==> src/shared/sju_pkg.sv <==
package sju_pkg;

  // register byte offsets on the AXI4-Lite bus
  localparam logic [7:0] OFS_INSTR    = 8'h00;
  localparam logic [7:0] OFS_PSW      = 8'h04;
  localparam logic [7:0] OFS_INDEX    = 8'h08;
  localparam logic [7:0] OFS_STATUS   = 8'h0C;
  localparam logic [7:0] OFS_MEM_ADDR = 8'h10;
  localparam logic [7:0] OFS_MEM_DATA = 8'h14;

  // data memory shape
  localparam int unsigned NIBBLE_W   = 4;
  localparam int unsigned DMEM_AW    = 4;
  localparam int unsigned DMEM_DEPTH = 16;

  // instruction word fields
  localparam int unsigned INSTR_ADDR_LSB = 0;
  localparam int unsigned INSTR_OPND_LSB = 4;
  localparam int unsigned INSTR_OP_LSB   = 8;
  localparam int unsigned OP_W           = 3;

  // program status word bit positions
  localparam int unsigned PSW_CARRY = 0;
  localparam int unsigned PSW_ZERO  = 1;
  localparam int unsigned PSW_CMP   = 2;
  localparam int unsigned PSW_IXE   = 3;

  // status register bit positions
  localparam int unsigned ST_BUSY = 0;
  localparam int unsigned ST_SKIP = 1;
  localparam int unsigned ST_SUPP = 2;

  // byte enables needed by the instruction register and the rest
  localparam logic [3:0] STRB_INSTR = 4'h3;
  localparam logic [3:0] STRB_LOW   = 4'h1;

  localparam logic [1:0] RESP_OKAY   = 2'h0;
  localparam logic [1:0] RESP_SLVERR = 2'h2;

  localparam logic [3:0] NIBBLE_ZERO = 4'h0;

  typedef enum logic [OP_W-1:0] {
    skip_if_bits_set,
    skip_if_bits_clear,
    skip_if_equal,
    skip_if_not_equal,
    skip_if_greater_or_equal,
    skip_if_less_than,
    add_immediate,
    no_operation
  } judge_op_t;

  typedef enum logic [1:0] {
    st_idle,
    st_fetch,
    st_eval
  } state_t;

endpackage

==> src/shared/dmem_if.sv <==
`timescale 1ns/1ps
interface dmem_if;
  import sju_pkg::*;
  logic                we;
  logic [DMEM_AW-1:0]  waddr;
  logic [NIBBLE_W-1:0] wdata;
  logic [DMEM_AW-1:0]  raddr;
  logic [NIBBLE_W-1:0] rdata;
  modport core (output we, output waddr, output wdata, output raddr, input rdata);
  modport mem  (input we, input waddr, input wdata, input raddr, output rdata);
endinterface

==> src/rtl/nibble_memory.sv <==
`timescale 1ns/1ps
module nibble_memory
  import sju_pkg::*;
(
  input wire logic aclk,
  dmem_if.mem      port
);

  logic [NIBBLE_W-1:0] cells [DMEM_DEPTH];

  // one write port, registered read port; read shows old data on collision
  always_ff @(posedge aclk) begin
    if (port.we) begin
      cells[port.waddr] <= port.wdata;
    end
    port.rdata <= cells[port.raddr];
  end

endmodule

==> src/rtl/skip_judgement_unit.sv <==
`timescale 1ns/1ps
// Behaviour
// RL1 - skip when all masked bits are one
// RL2 - skip when all masked bits are zero
// RL3 - bit tests read data memory only
// RL4 - bit tests keep carry and zero
// RL5 - bit tests clear the compare-only flag
// RL6 - index enable adds index to address
// RL7 - compares use memory nibble and immediate
// RL8 - equal compare skips on equality
// RL9 - not-equal compare skips on difference
// RL10 - greater-or-equal compare skips when memory bigger or equal
// RL11 - less-than compare skips when memory smaller
// RL12 - compares keep carry, zero, compare-only
// RL13 - compare-only arithmetic updates flags, no write
// RL14 - magnitudes are unsigned zero to fifteen
// RL15 - skip suppresses exactly one following instruction
module skip_judgement_unit
  import sju_pkg::*;
(
  input  wire logic        aclk,
  input  wire logic        aresetn,
  input  wire logic [7:0]  awaddr,
  input  wire logic        awvalid,
  output logic             awready,
  input  wire logic [31:0] wdata,
  input  wire logic [3:0]  wstrb,
  input  wire logic        wvalid,
  output logic             wready,
  output logic [1:0]       bresp,
  output logic             bvalid,
  input  wire logic        bready,
  input  wire logic [7:0]  araddr,
  input  wire logic        arvalid,
  output logic             arready,
  output logic [31:0]      rdata,
  output logic [1:0]       rresp,
  output logic             rvalid,
  input  wire logic        rready,
  output logic             skip_request
);

  dmem_if dm ();

  nibble_memory mem_i (
    .aclk (aclk),
    .port (dm)
  );

  state_t              state;
  judge_op_t           op;
  logic [NIBBLE_W-1:0] opnd;
  logic [DMEM_AW-1:0]  addr;
  logic [DMEM_AW-1:0]  index;
  logic [DMEM_AW-1:0]  mem_addr;
  logic [DMEM_AW-1:0]  exec_addr;
  logic                carry_flag;
  logic                zero_flag;
  logic                compare_only_flag;
  logic                index_enable_flag;
  logic                last_suppressed;
  logic                rd_wait;
  logic [7:0]          rd_addr;
  logic                wr_go;
  logic                rd_go;
  logic                wr_fire;
  logic                issue;
  logic                evaluating;
  logic                is_bit_op;
  logic                is_cmp_op;
  logic                judge;
  logic [NIBBLE_W-1:0] nib;
  logic [NIBBLE_W:0]   sum;
  logic                sum_zero;
  logic [31:0]         rd_word;
  logic                rd_hit;

  // write path waits for both channels; reads and writes never overlap
  assign wr_go   = awvalid && wvalid && !awready && !bvalid && state == st_idle
                   && !arready && !rd_wait && !rvalid;
  assign rd_go   = arvalid && !arready && !rd_wait && !rvalid && state == st_idle
                   && !wr_go && !awready && !bvalid;
  assign wr_fire = awready && awvalid && wready && wvalid;
  assign issue   = wr_fire && awaddr == OFS_INSTR && wstrb[1:0] == STRB_INSTR[1:0];

  // operand address, with optional index modification
  always_comb begin
    exec_addr = addr;
    if (index_enable_flag) begin
      exec_addr = DMEM_AW'(addr + index); // RL6
    end
  end

  // tested operand always comes from data memory, never a register
  assign nib        = dm.rdata; // RL3 RL7
  assign evaluating = state == st_eval;
  assign is_bit_op  = op == skip_if_bits_set || op == skip_if_bits_clear;
  assign is_cmp_op  = op == skip_if_equal || op == skip_if_not_equal
                      || op == skip_if_greater_or_equal || op == skip_if_less_than;
  assign sum        = {1'b0, nib} + {1'b0, opnd};
  assign sum_zero   = sum[NIBBLE_W-1:0] == NIBBLE_ZERO;

  // judgement; logic vectors compare unsigned, so 0..15 throughout
  always_comb begin
    judge = 1'b0;
    case (op)
      skip_if_bits_set:         judge = (nib & opnd) == opnd; // RL1
      skip_if_bits_clear:       judge = (nib & opnd) == NIBBLE_ZERO; // RL2
      skip_if_equal:            judge = nib == opnd; // RL8
      skip_if_not_equal:        judge = nib != opnd; // RL9
      skip_if_greater_or_equal: judge = nib >= opnd; // RL10 RL14
      skip_if_less_than:        judge = nib < opnd; // RL11 RL14
      default:                  judge = 1'b0;
    endcase
  end

  // memory ports: bus access while idle, execution otherwise
  always_comb begin
    dm.raddr = (state == st_idle) ? mem_addr : exec_addr;
    dm.we    = 1'b0;
    dm.waddr = mem_addr;
    dm.wdata = wdata[NIBBLE_W-1:0];
    if (evaluating && op == add_immediate) begin
      dm.we    = !compare_only_flag; // RL13
      dm.waddr = exec_addr;
      dm.wdata = sum[NIBBLE_W-1:0];
    end else if (wr_fire && awaddr == OFS_MEM_DATA && wstrb[0]) begin
      dm.we = 1'b1;
    end
  end

  // sequencer: issue, fetch operand, evaluate
  always_ff @(posedge aclk) begin
    if (!aresetn) begin
      state <= st_idle;
      op    <= no_operation;
      opnd  <= NIBBLE_ZERO;
      addr  <= NIBBLE_ZERO;
    end else begin
      case (state)
        st_idle: begin
          if (issue && !skip_request) begin
            op    <= judge_op_t'(wdata[INSTR_OP_LSB +: OP_W]);
            opnd  <= wdata[INSTR_OPND_LSB +: NIBBLE_W];
            addr  <= wdata[INSTR_ADDR_LSB +: DMEM_AW];
            state <= st_fetch;
          end
        end
        st_fetch: state <= st_eval;
        st_eval:  state <= st_idle;
        default:  state <= st_idle;
      endcase
    end
  end

  // skip request; the instruction issued while it stands does nothing
  always_ff @(posedge aclk) begin
    if (!aresetn) begin
      skip_request    <= 1'b0;
      last_suppressed <= 1'b0;
    end else if (issue && skip_request) begin
      skip_request    <= 1'b0; // RL15
      last_suppressed <= 1'b1;
    end else if (issue) begin
      last_suppressed <= 1'b0;
    end else if (evaluating && (is_bit_op || is_cmp_op)) begin
      skip_request <= judge;
    end
  end

  // program status word; bus writes cannot meet an evaluation
  always_ff @(posedge aclk) begin
    if (!aresetn) begin
      carry_flag        <= 1'b0;
      zero_flag         <= 1'b0;
      compare_only_flag <= 1'b0;
      index_enable_flag <= 1'b0;
    end else if (wr_fire && awaddr == OFS_PSW && wstrb[0]) begin
      carry_flag        <= wdata[PSW_CARRY];
      zero_flag         <= wdata[PSW_ZERO];
      compare_only_flag <= wdata[PSW_CMP];
      index_enable_flag <= wdata[PSW_IXE];
    end else if (evaluating && is_bit_op) begin
      compare_only_flag <= 1'b0; // RL4 RL5
    end else if (evaluating && op == add_immediate) begin
      carry_flag <= sum[NIBBLE_W]; // RL13
      // compare-only chains keep zero across zero results
      if (compare_only_flag) begin
        zero_flag <= sum_zero && zero_flag;
      end else begin
        zero_flag <= sum_zero;
      end
    end
  end

  // plain software registers
  always_ff @(posedge aclk) begin
    if (!aresetn) begin
      index    <= NIBBLE_ZERO;
      mem_addr <= NIBBLE_ZERO;
    end else if (wr_fire && wstrb[0]) begin
      if (awaddr == OFS_INDEX) begin
        index <= wdata[DMEM_AW-1:0];
      end else if (awaddr == OFS_MEM_ADDR) begin
        mem_addr <= wdata[DMEM_AW-1:0];
      end
    end
  end

  // write channel handshake and response
  always_ff @(posedge aclk) begin
    if (!aresetn) begin
      awready <= 1'b0;
      wready  <= 1'b0;
      bvalid  <= 1'b0;
      bresp   <= RESP_OKAY;
    end else begin
      awready <= wr_go;
      wready  <= wr_go;
      if (wr_fire) begin
        bvalid <= 1'b1;
        if (awaddr == OFS_INSTR || awaddr == OFS_PSW || awaddr == OFS_INDEX
            || awaddr == OFS_MEM_ADDR || awaddr == OFS_MEM_DATA) begin
          bresp <= RESP_OKAY;
        end else begin
          bresp <= RESP_SLVERR; // status is read only, rest unmapped
        end
      end else if (bvalid && bready) begin
        bvalid <= 1'b0;
      end
    end
  end

  // read data mux; memory read data is one cycle behind its address
  always_comb begin
    rd_word = 32'h0000_0000;
    rd_hit  = 1'b1;
    if (rd_addr == OFS_INSTR) begin
      rd_word[INSTR_OP_LSB +: OP_W]       = op;
      rd_word[INSTR_OPND_LSB +: NIBBLE_W] = opnd;
      rd_word[INSTR_ADDR_LSB +: DMEM_AW]  = addr;
    end else if (rd_addr == OFS_PSW) begin
      rd_word[PSW_CARRY] = carry_flag;
      rd_word[PSW_ZERO]  = zero_flag;
      rd_word[PSW_CMP]   = compare_only_flag;
      rd_word[PSW_IXE]   = index_enable_flag;
    end else if (rd_addr == OFS_INDEX) begin
      rd_word[DMEM_AW-1:0] = index;
    end else if (rd_addr == OFS_STATUS) begin
      rd_word[ST_BUSY] = state != st_idle;
      rd_word[ST_SKIP] = skip_request;
      rd_word[ST_SUPP] = last_suppressed;
    end else if (rd_addr == OFS_MEM_ADDR) begin
      rd_word[DMEM_AW-1:0] = mem_addr;
    end else if (rd_addr == OFS_MEM_DATA) begin
      rd_word[NIBBLE_W-1:0] = dm.rdata;
    end else begin
      rd_hit = 1'b0;
    end
  end

  // read channel: address taken, one wait cycle, then data
  always_ff @(posedge aclk) begin
    if (!aresetn) begin
      arready <= 1'b0;
      rd_wait <= 1'b0;
      rd_addr <= 8'h00;
      rvalid  <= 1'b0;
      rdata   <= 32'h0000_0000;
      rresp   <= RESP_OKAY;
    end else begin
      arready <= rd_go;
      if (arready && arvalid) begin
        rd_addr <= araddr;
        rd_wait <= 1'b1;
      end else if (rd_wait) begin
        rd_wait <= 1'b0;
        rvalid  <= 1'b1;
        rdata   <= rd_word;
        rresp   <= rd_hit ? RESP_OKAY : RESP_SLVERR;
      end else if (rvalid && rready) begin
        rvalid <= 1'b0;
      end
    end
  end

  // helper copy of the nibble that was judged, one cycle late for the checks
  logic [NIBBLE_W-1:0] nib_q;
  always_ff @(posedge aclk) begin
    nib_q <= nib;
  end
endmodule

==> config.mk <==
export PLATFORM = sky130hd
export DESIGN_NAME = skip_judgement_unit
export DESIGN_NICKNAME = d
export VERILOG_FILES = /design/src/shared/sju_pkg.sv /design/src/shared/dmem_if.sv /design/src/rtl/nibble_memory.sv /design/src/rtl/skip_judgement_unit.sv
export SDC_FILE = /design/constraint.sdc
export NUM_CORES = 1
export LEC_CHECK = 0
export ABC_AREA = 1
export BUFFER_PORTS_ARGS = -buffer_cell sky130_fd_sc_hd__buf_4
export CAP_MARGIN = 10
export CORE_MARGIN = 8
export CORE_UTILIZATION = 55
export CTS_BUF_LIST = sky130_fd_sc_hd__clkbuf_4
export CTS_CLUSTER_SIZE = 12
export DETAILED_ROUTE_END_ITERATION = 8
export GPL_ROUTABILITY_DRIVEN = 0
export GPL_TIMING_DRIVEN = 0
export PLACE_DENSITY = 0.78
export SYNTH_ARGS = -nofsm -noshare
export SYNTH_HDL_FRONTEND = slang
export SYNTH_SLANG_ARGS = --single-unit
==> constraint.sdc <==
create_clock -name aclk -period 2.5 [get_ports aclk]
set_input_delay 0.5 -clock aclk [delete_from_list [all_inputs] [get_ports aclk]]
set_output_delay 0.5 -clock aclk [all_outputs]
set_load 0.02 [all_outputs]
==> reports/qor.csv, run 1 <==
metric,value,unit
synth_flop_cell,edfxtp_1,
viasPerCell,5.15,
finClkSkew,0.0215,ns
htree_levels,4,
rsz0062_at_grt,true,
finalSetupViolCount,0,
ys_ff_latch,121,
synth_top_cell_by_area,edfxtp_1,
hold_viol,0,
grt_max_degree,17,
period_share,0.949,
cts.path.max_buffers,2,
grt_use_total,0.206,
whs,0.187,ns
routed_wl,15.0,mm
tightestPinTransition,0.623,ns
p_per_area,530,mW/mm^2
maxSlewHeadroom,0.585,
p_leak,3.42,nW
slowest_delay,0.42,ns
synth_area,0.00638,sq mm
io_pins,101,
cap_violations,0,
wl_per_cell,14.4,microns
yosysTopAreaCellShare,0.301,
synth_area_leaders,"edfxtp_1 (30%), dfxtp_1 (18%), nand2_1 (9.9%)",
drtIter0Drc,498,
synth-seq-area-share,0.480,
n_antenna_cell,0,
layout-drive-gt1-share,0.192,
fmax,421,MHz
syn_avg_cell_area,8.06,sq um
tns,0,ns
die_h,124,microns
yosysWarnings,0,
layoutNonFillerInstCount,1045,
dieArea,0.0153,sq mm
cp.arrival,2.56,ns
layout.nets,964,
crit_chain,ha_1 -> fa_1 -> nand2_1 -> nand2_1 -> nand2_1 -> o21ai_1 -> inv_1 -> nand3_2 -> nor2_1,
via_count,5385,
cts_tree,built,
firstDrtPassIters,8,
hp-class,in2reg,
synthArstFlopShare,0,
cp_common_cell,nand2_1,
route.detailed.drc,0,
path_class,reg2reg,
coreArea,0.0114,sq mm
grt_pass1_wl,24.5,mm
cp_max_fo,4,
first_global_vias,5104,
required,2.69,ns
start_util,0.561,
cts_num_sinks,121,
ant_nets,0,
grt-ovfl-total,0,
dpl.cell_count,1013,
clock_latency,0.53,ns
cts.clk_slew.worst_paths,0.12,ns
antenna_found_initial,0,
die_width,124,microns
io_buffers,54,
post-dp-hpwl,11.4,mm
start_kind,flop,
clockRootBuffer,clkbuf_4,
yosys.cell_types.count,44,
min_period,2.37,ns
ir_worst_vdd,0.000369,V
final_max_slew_viol_count,0,
crit_slowest_cell,dfxtp_1,
synth_edf_count,64,
post-place-ws,0.0782,ns
final_core_util,0.652,
syn_to_final_growth,16.3,%
endpoint_kind,flop,
ctsHoldBuffers,0,
numCtsBuffers,17,
fp-row-count,39,
syn_inst,791,
status,completed,
worst_slack,0.127,ns
state kept, by name, indices dropped and copies added, names as in the netlist, 4 cells and up:
register          flops
mem_i.cells          64
rdata                11
rd_addr               8
addr                  4
index                 4
mem_addr              4
mem_i.port.rdata      4
opnd                  4
worst max-delay path: cells and delay by family (launching register included):
| family | cells | cell delay [ns] |
|---|---|---|
| buf+inv | 1 | 0.12 |
| compound gates | 1 | 0.11 |
| flops | 1 | 0.42 |
| fa+ha+maj | 2 | 0.63 |
| simple gates | 5 | 0.76 |
final timing paths:
| check | start | endpoint | slack [ns] | cells after the start |
|---|---|---|---|---|
| worst max-delay path | index[0] | mem_i.cells[4][1] | 0.13 | 9 |
| worst min-delay path | wdata[10] | op[2] | 0.19 | 3 |
| worst max register to register | index[0] | mem_i.cells[4][1] | 0.13 | 9 |
| worst min register to register | rd_addr[0] | rd_addr[0] | 0.47 | 2 |
layer usage:
| layer | GRT usage | routed length [microns] | share of wire | up-vias |
|---|---|---|---|---|
| met5 | 0 | 0 | 0 | - |
| met2 | 0.325 | 7000 | 0.47 | 229 |
| met1 | 0.263 | 6520 | 0.43 | 2383 |
| met4 | 0.0850 | 347 | 0.023 | 0 |
| li1 | - | - | - | 2742 |
| met3 | 0.0530 | 1160 | 0.077 | 31 |
cells by family after synthesis:
| kind of cell | count (synthesis) | synth area share |
|---|---|---|
| adder cells (fa/ha/maj) | 16 | 0.0338 |
| other | 1 | 0.000588 |
| flip-flops | 121 | 0.480 |
| buffers and inverters | 171 | 0.121 |
| XOR/XNOR | 2 | 0.00275 |
| AND/OR/NAND/NOR | 379 | 0.268 |
| AO/OA/AOI/OAI | 101 | 0.0926 |
per-stage QoR:
step | power (mW) | cell area, sq um
4_1_cts | 3.95 | 7400
3_3_place_gp | 2.39 | 7040
6_report | 3.93 | 7410
5_1_grt | 4.05 | 7410
2_1_floorplan | 2.30 | 6460
3_5_place_dp | 2.39 | 7070
Yosys cell counts (2+ instances only):
master	number
inv_1	110
buf_2	6
o21ai_1	11
a21oi_1	36
inv_2	15
nor3_1	12
o211ai_1	4
buf_6	4
nand3_2	6
o21ai_4	2
a211oi_1	13
nand4_1	6
nand3_1	94
dfxtp_1	57
nor2_2	6
nand2_1	169
fa_1	2
nor2_1	69
buf_4	25
o21ai_0	29
clkbuf_1	7
nand2_2	5
xnor2_1	2
ha_1	14
buf_1	2
nand3b_1	4
edfxtp_1	64
final cells by class:
| type | instances | area (sq um) |
|---|---|---|
| clock inverter | 15 | 203 |
| multi-input combinational | 521 | 2640 |
| sequential | 121 | 3060 |
| tap | 143 | 179 |
| timing repair buffer | 57 | 432 |
| buffer | 44 | 297 |
| fill | 971 | 3960 |
| clock buffer | 17 | 128 |
| inverter | 127 | 478 |
power by group:
group	switching (mW)	total (mW)	internal, mW
Clock	0.783	1.58	0.796
Sequential	0.00784	2.11	2.10
Combinational	0.148	0.245	0.0962
Total	0.939	3.93	2.99
placed cells by master (no fill, tap or decap), types with 7 or more instances in the layout:
cell	instances
nand2_1	169
inv_1	110
nand3_1	94
buf_4	81
edfxtp_1	64
nor2_1	63
dfxtp_1	57
a21oi_1	36
o21ai_0	26
conb_1	23
clkbuf_4	17
inv_2	15
o21ai_1	14
ha_1	14
a211oi_1	13
nor2_2	12
nor3_1	12
clkbuf_1	7
repair_timing:
| item | CTS | global route |
|---|---|---|
| endpoints found under the setup margin | 0 | 25 |
| buffers inserted | 0 | 0 |
| gates resized for setup | 0 | 6 |
Power figures use the tool's default switching activity.
==> run 2, diff against run 1 <==
SETUP_SLACK_MARGIN = 0.3   (was unset)
==> reports/qor.csv, run 2 (same netlist as run 1, synthesis figures left out) <==
metric,value,unit
viasPerCell,5.23,
cp_common_cell,nand2_1,
tns,0,ns
final_max_slew_viol_count,0,
ir_worst_vdd,0.000369,V
fp-row-count,39,
use_met1,0.266,
hold_viol,0,
regMostFlops,mem_i.cells,
period_share,0.872,
grt_use_total,0.209,
numCtsBuffers,17,
reg2regPathDepth,14,
hold-path-endpoint,op[2],
status,"finished, violations left",
p_leak,3.49,nW
routed_wl,15.7,mm
cts.clk_slew.worst_paths,0.12,ns
cap_violations,0,
cts.path.max_buffers,2,
maxSlewHeadroom,0.584,
htree_levels,4,
tightestPinTransition,0.619,ns
die_width,124,microns
grt_pass1_wl,24.8,mm
ctsHoldBuffers,0,
post-dp-hpwl,11.4,mm
grt_busiest_layer,met2,
whs_path_depth,3,
dpl.cell_count,1013,
finClkSkew,0.0238,ns
slowest_delay,0.51,ns
cp.arrival,2.60,ns
firstDrtPassIters,8,
finalSetupViolCount,0,
use_met3,0.0544,
reg_top3,"mem_i.cells: 64 flops, rdata: 11 flops, rd_addr: 8 flops",
r2r-end,mem_i.port.rdata[0],
final_common_cell,nand2_1,
p_per_area,509,mW/mm^2
die_h,124,microns
grt_util_met2,0.331,
hp-class,in2reg,
syn_to_final_growth,21.2,%
via_count,5496,
start_kind,flop,
wl_per_cell,14.9,microns
layoutNonFillerInstCount,1050,
fmax,459,MHz
coreArea,0.0114,sq mm
first_global_vias,5140,
violations,DRC,
n_antenna_cell,0,
drtIter0Drc,423,
antenna_found_initial,0,
clock_latency,0.53,ns
required,2.92,ns
ant_nets,0,
cts_tree,built,
final_cell_mix,"nand2_1 (161), inv_1 (108), nand3_1 (91), buf_4 (86), edfxtp_1 (64)",
r2r_setup_slack,0.32,ns
crit_slowest_cell,fa_2,
cp_max_fo,10,
endpoint_kind,flop,
rsz0062_at_grt,true,
grt-ovfl-total,0,
worst_slack,0.319,ns
layout-drive-gt1-share,0.236,
route.detailed.drc,4,
post-place-ws,0.0782,ns
layout.nets,969,
min_period,2.18,ns
dieArea,0.0153,sq mm
io_buffers,54,
largest_reg_flops,64,
clockRootBuffer,clkbuf_4,
crit_chain,ha_2 -> fa_2 -> nand2_1 -> nand2_2 -> nand2_2 -> nand2_4 -> inv_4 -> buf_6 -> nand3_1 -> nand2_1 -> nand2_1 -> nand2_1 -> nand2_1 -> nand2_1,
hold_start,wdata[10],
grt_max_degree,17,
start_util,0.561,
path_class,reg2reg,
finalPower,3.93,mW
io_pins,101,
cts_num_sinks,121,
timing.rr.start,addr[0],
-- run 2: cell count changes in the layout (fill, tap and decap cells not counted), sizes merged --
cell,previous run,this run
buf,94,99
-- run 2: what timing repair did --
item | CTS | global route
setup endpoints to repair | 74 | 96
setup buffers | 1 | 4
endpoints found under the hold margin | 0 | 0
gates resized for setup | 42 | 35
pin swaps | 2 | 21
-- run 2: final cells by class --
class	count	area (sq um)
Buffer	44	303
Clock buffer	17	128
Multi-Input combinational cell	521	2890
Clock inverter	15	203
Inverter	127	480
Fill cell	915	3640
Tap cell	143	179
Sequential cell	121	3070
Timing Repair Buffer	62	469
-- run 2: through the flow --
step | instance area, sq um | hold slack (ns) | util
2_1_floorplan | 6460 | 0.441 | -
3_3_place_gp | 7040 | 0.451 | 0.619
3_5_place_dp | 7070 | 0.459 | 0.622
4_1_cts | 7570 | 0.153 | 0.666
5_1_grt | 7730 | 0.159 | 0.680
6_report | 7730 | 0.181 | 0.680
-- run 2: worst max-delay path by stage --
stage / start / endpoint / slack, ns / depth (start not counted)
2_1_floorplan: mem_i.port.rdata[2] / mem_i.cells[0][3] / 0.36 / 7
3_3_place_gp: mem_i.port.rdata[1] / mem_i.cells[9][3] / -0.93 / 7
3_5_place_dp: awaddr[6] / mem_i.cells[0][2] / 0.08 / 8
4_1_cts: index[2] / mem_i.cells[15][1] / 0.26 / 10
5_1_grt: addr[0] / mem_i.port.rdata[0] / 0.20 / 14
6_report: addr[0] / mem_i.port.rdata[0] / 0.32 / 14
-- run 2: where the power goes --
part | switching [mW] | internal (mW) | leakage (nW)
registers | 0.00789 | 2.10 | 1.04
logic | 0.150 | 0.0970 | 2.28
clock network | 0.787 | 0.796 | 0.171
-- run 2: critical path: cells and delay by family, from the launching register on --
family	cells	cell delay, ns
adders and majority gates	2	0.70
buffers and inverters	2	0.21
DFF	1	0.35
and+or+nand+nor	10	0.81
-- run 2: routing by layer --
metal | vias up | wire length, microns | share of wire
met5 | - | 0 | 0
met2 | 229 | 7410 | 0.47
met3 | 33 | 1180 | 0.075
met1 | 2479 | 6740 | 0.43
met4 | 0 | 358 | 0.023
li1 | 2755 | - | -
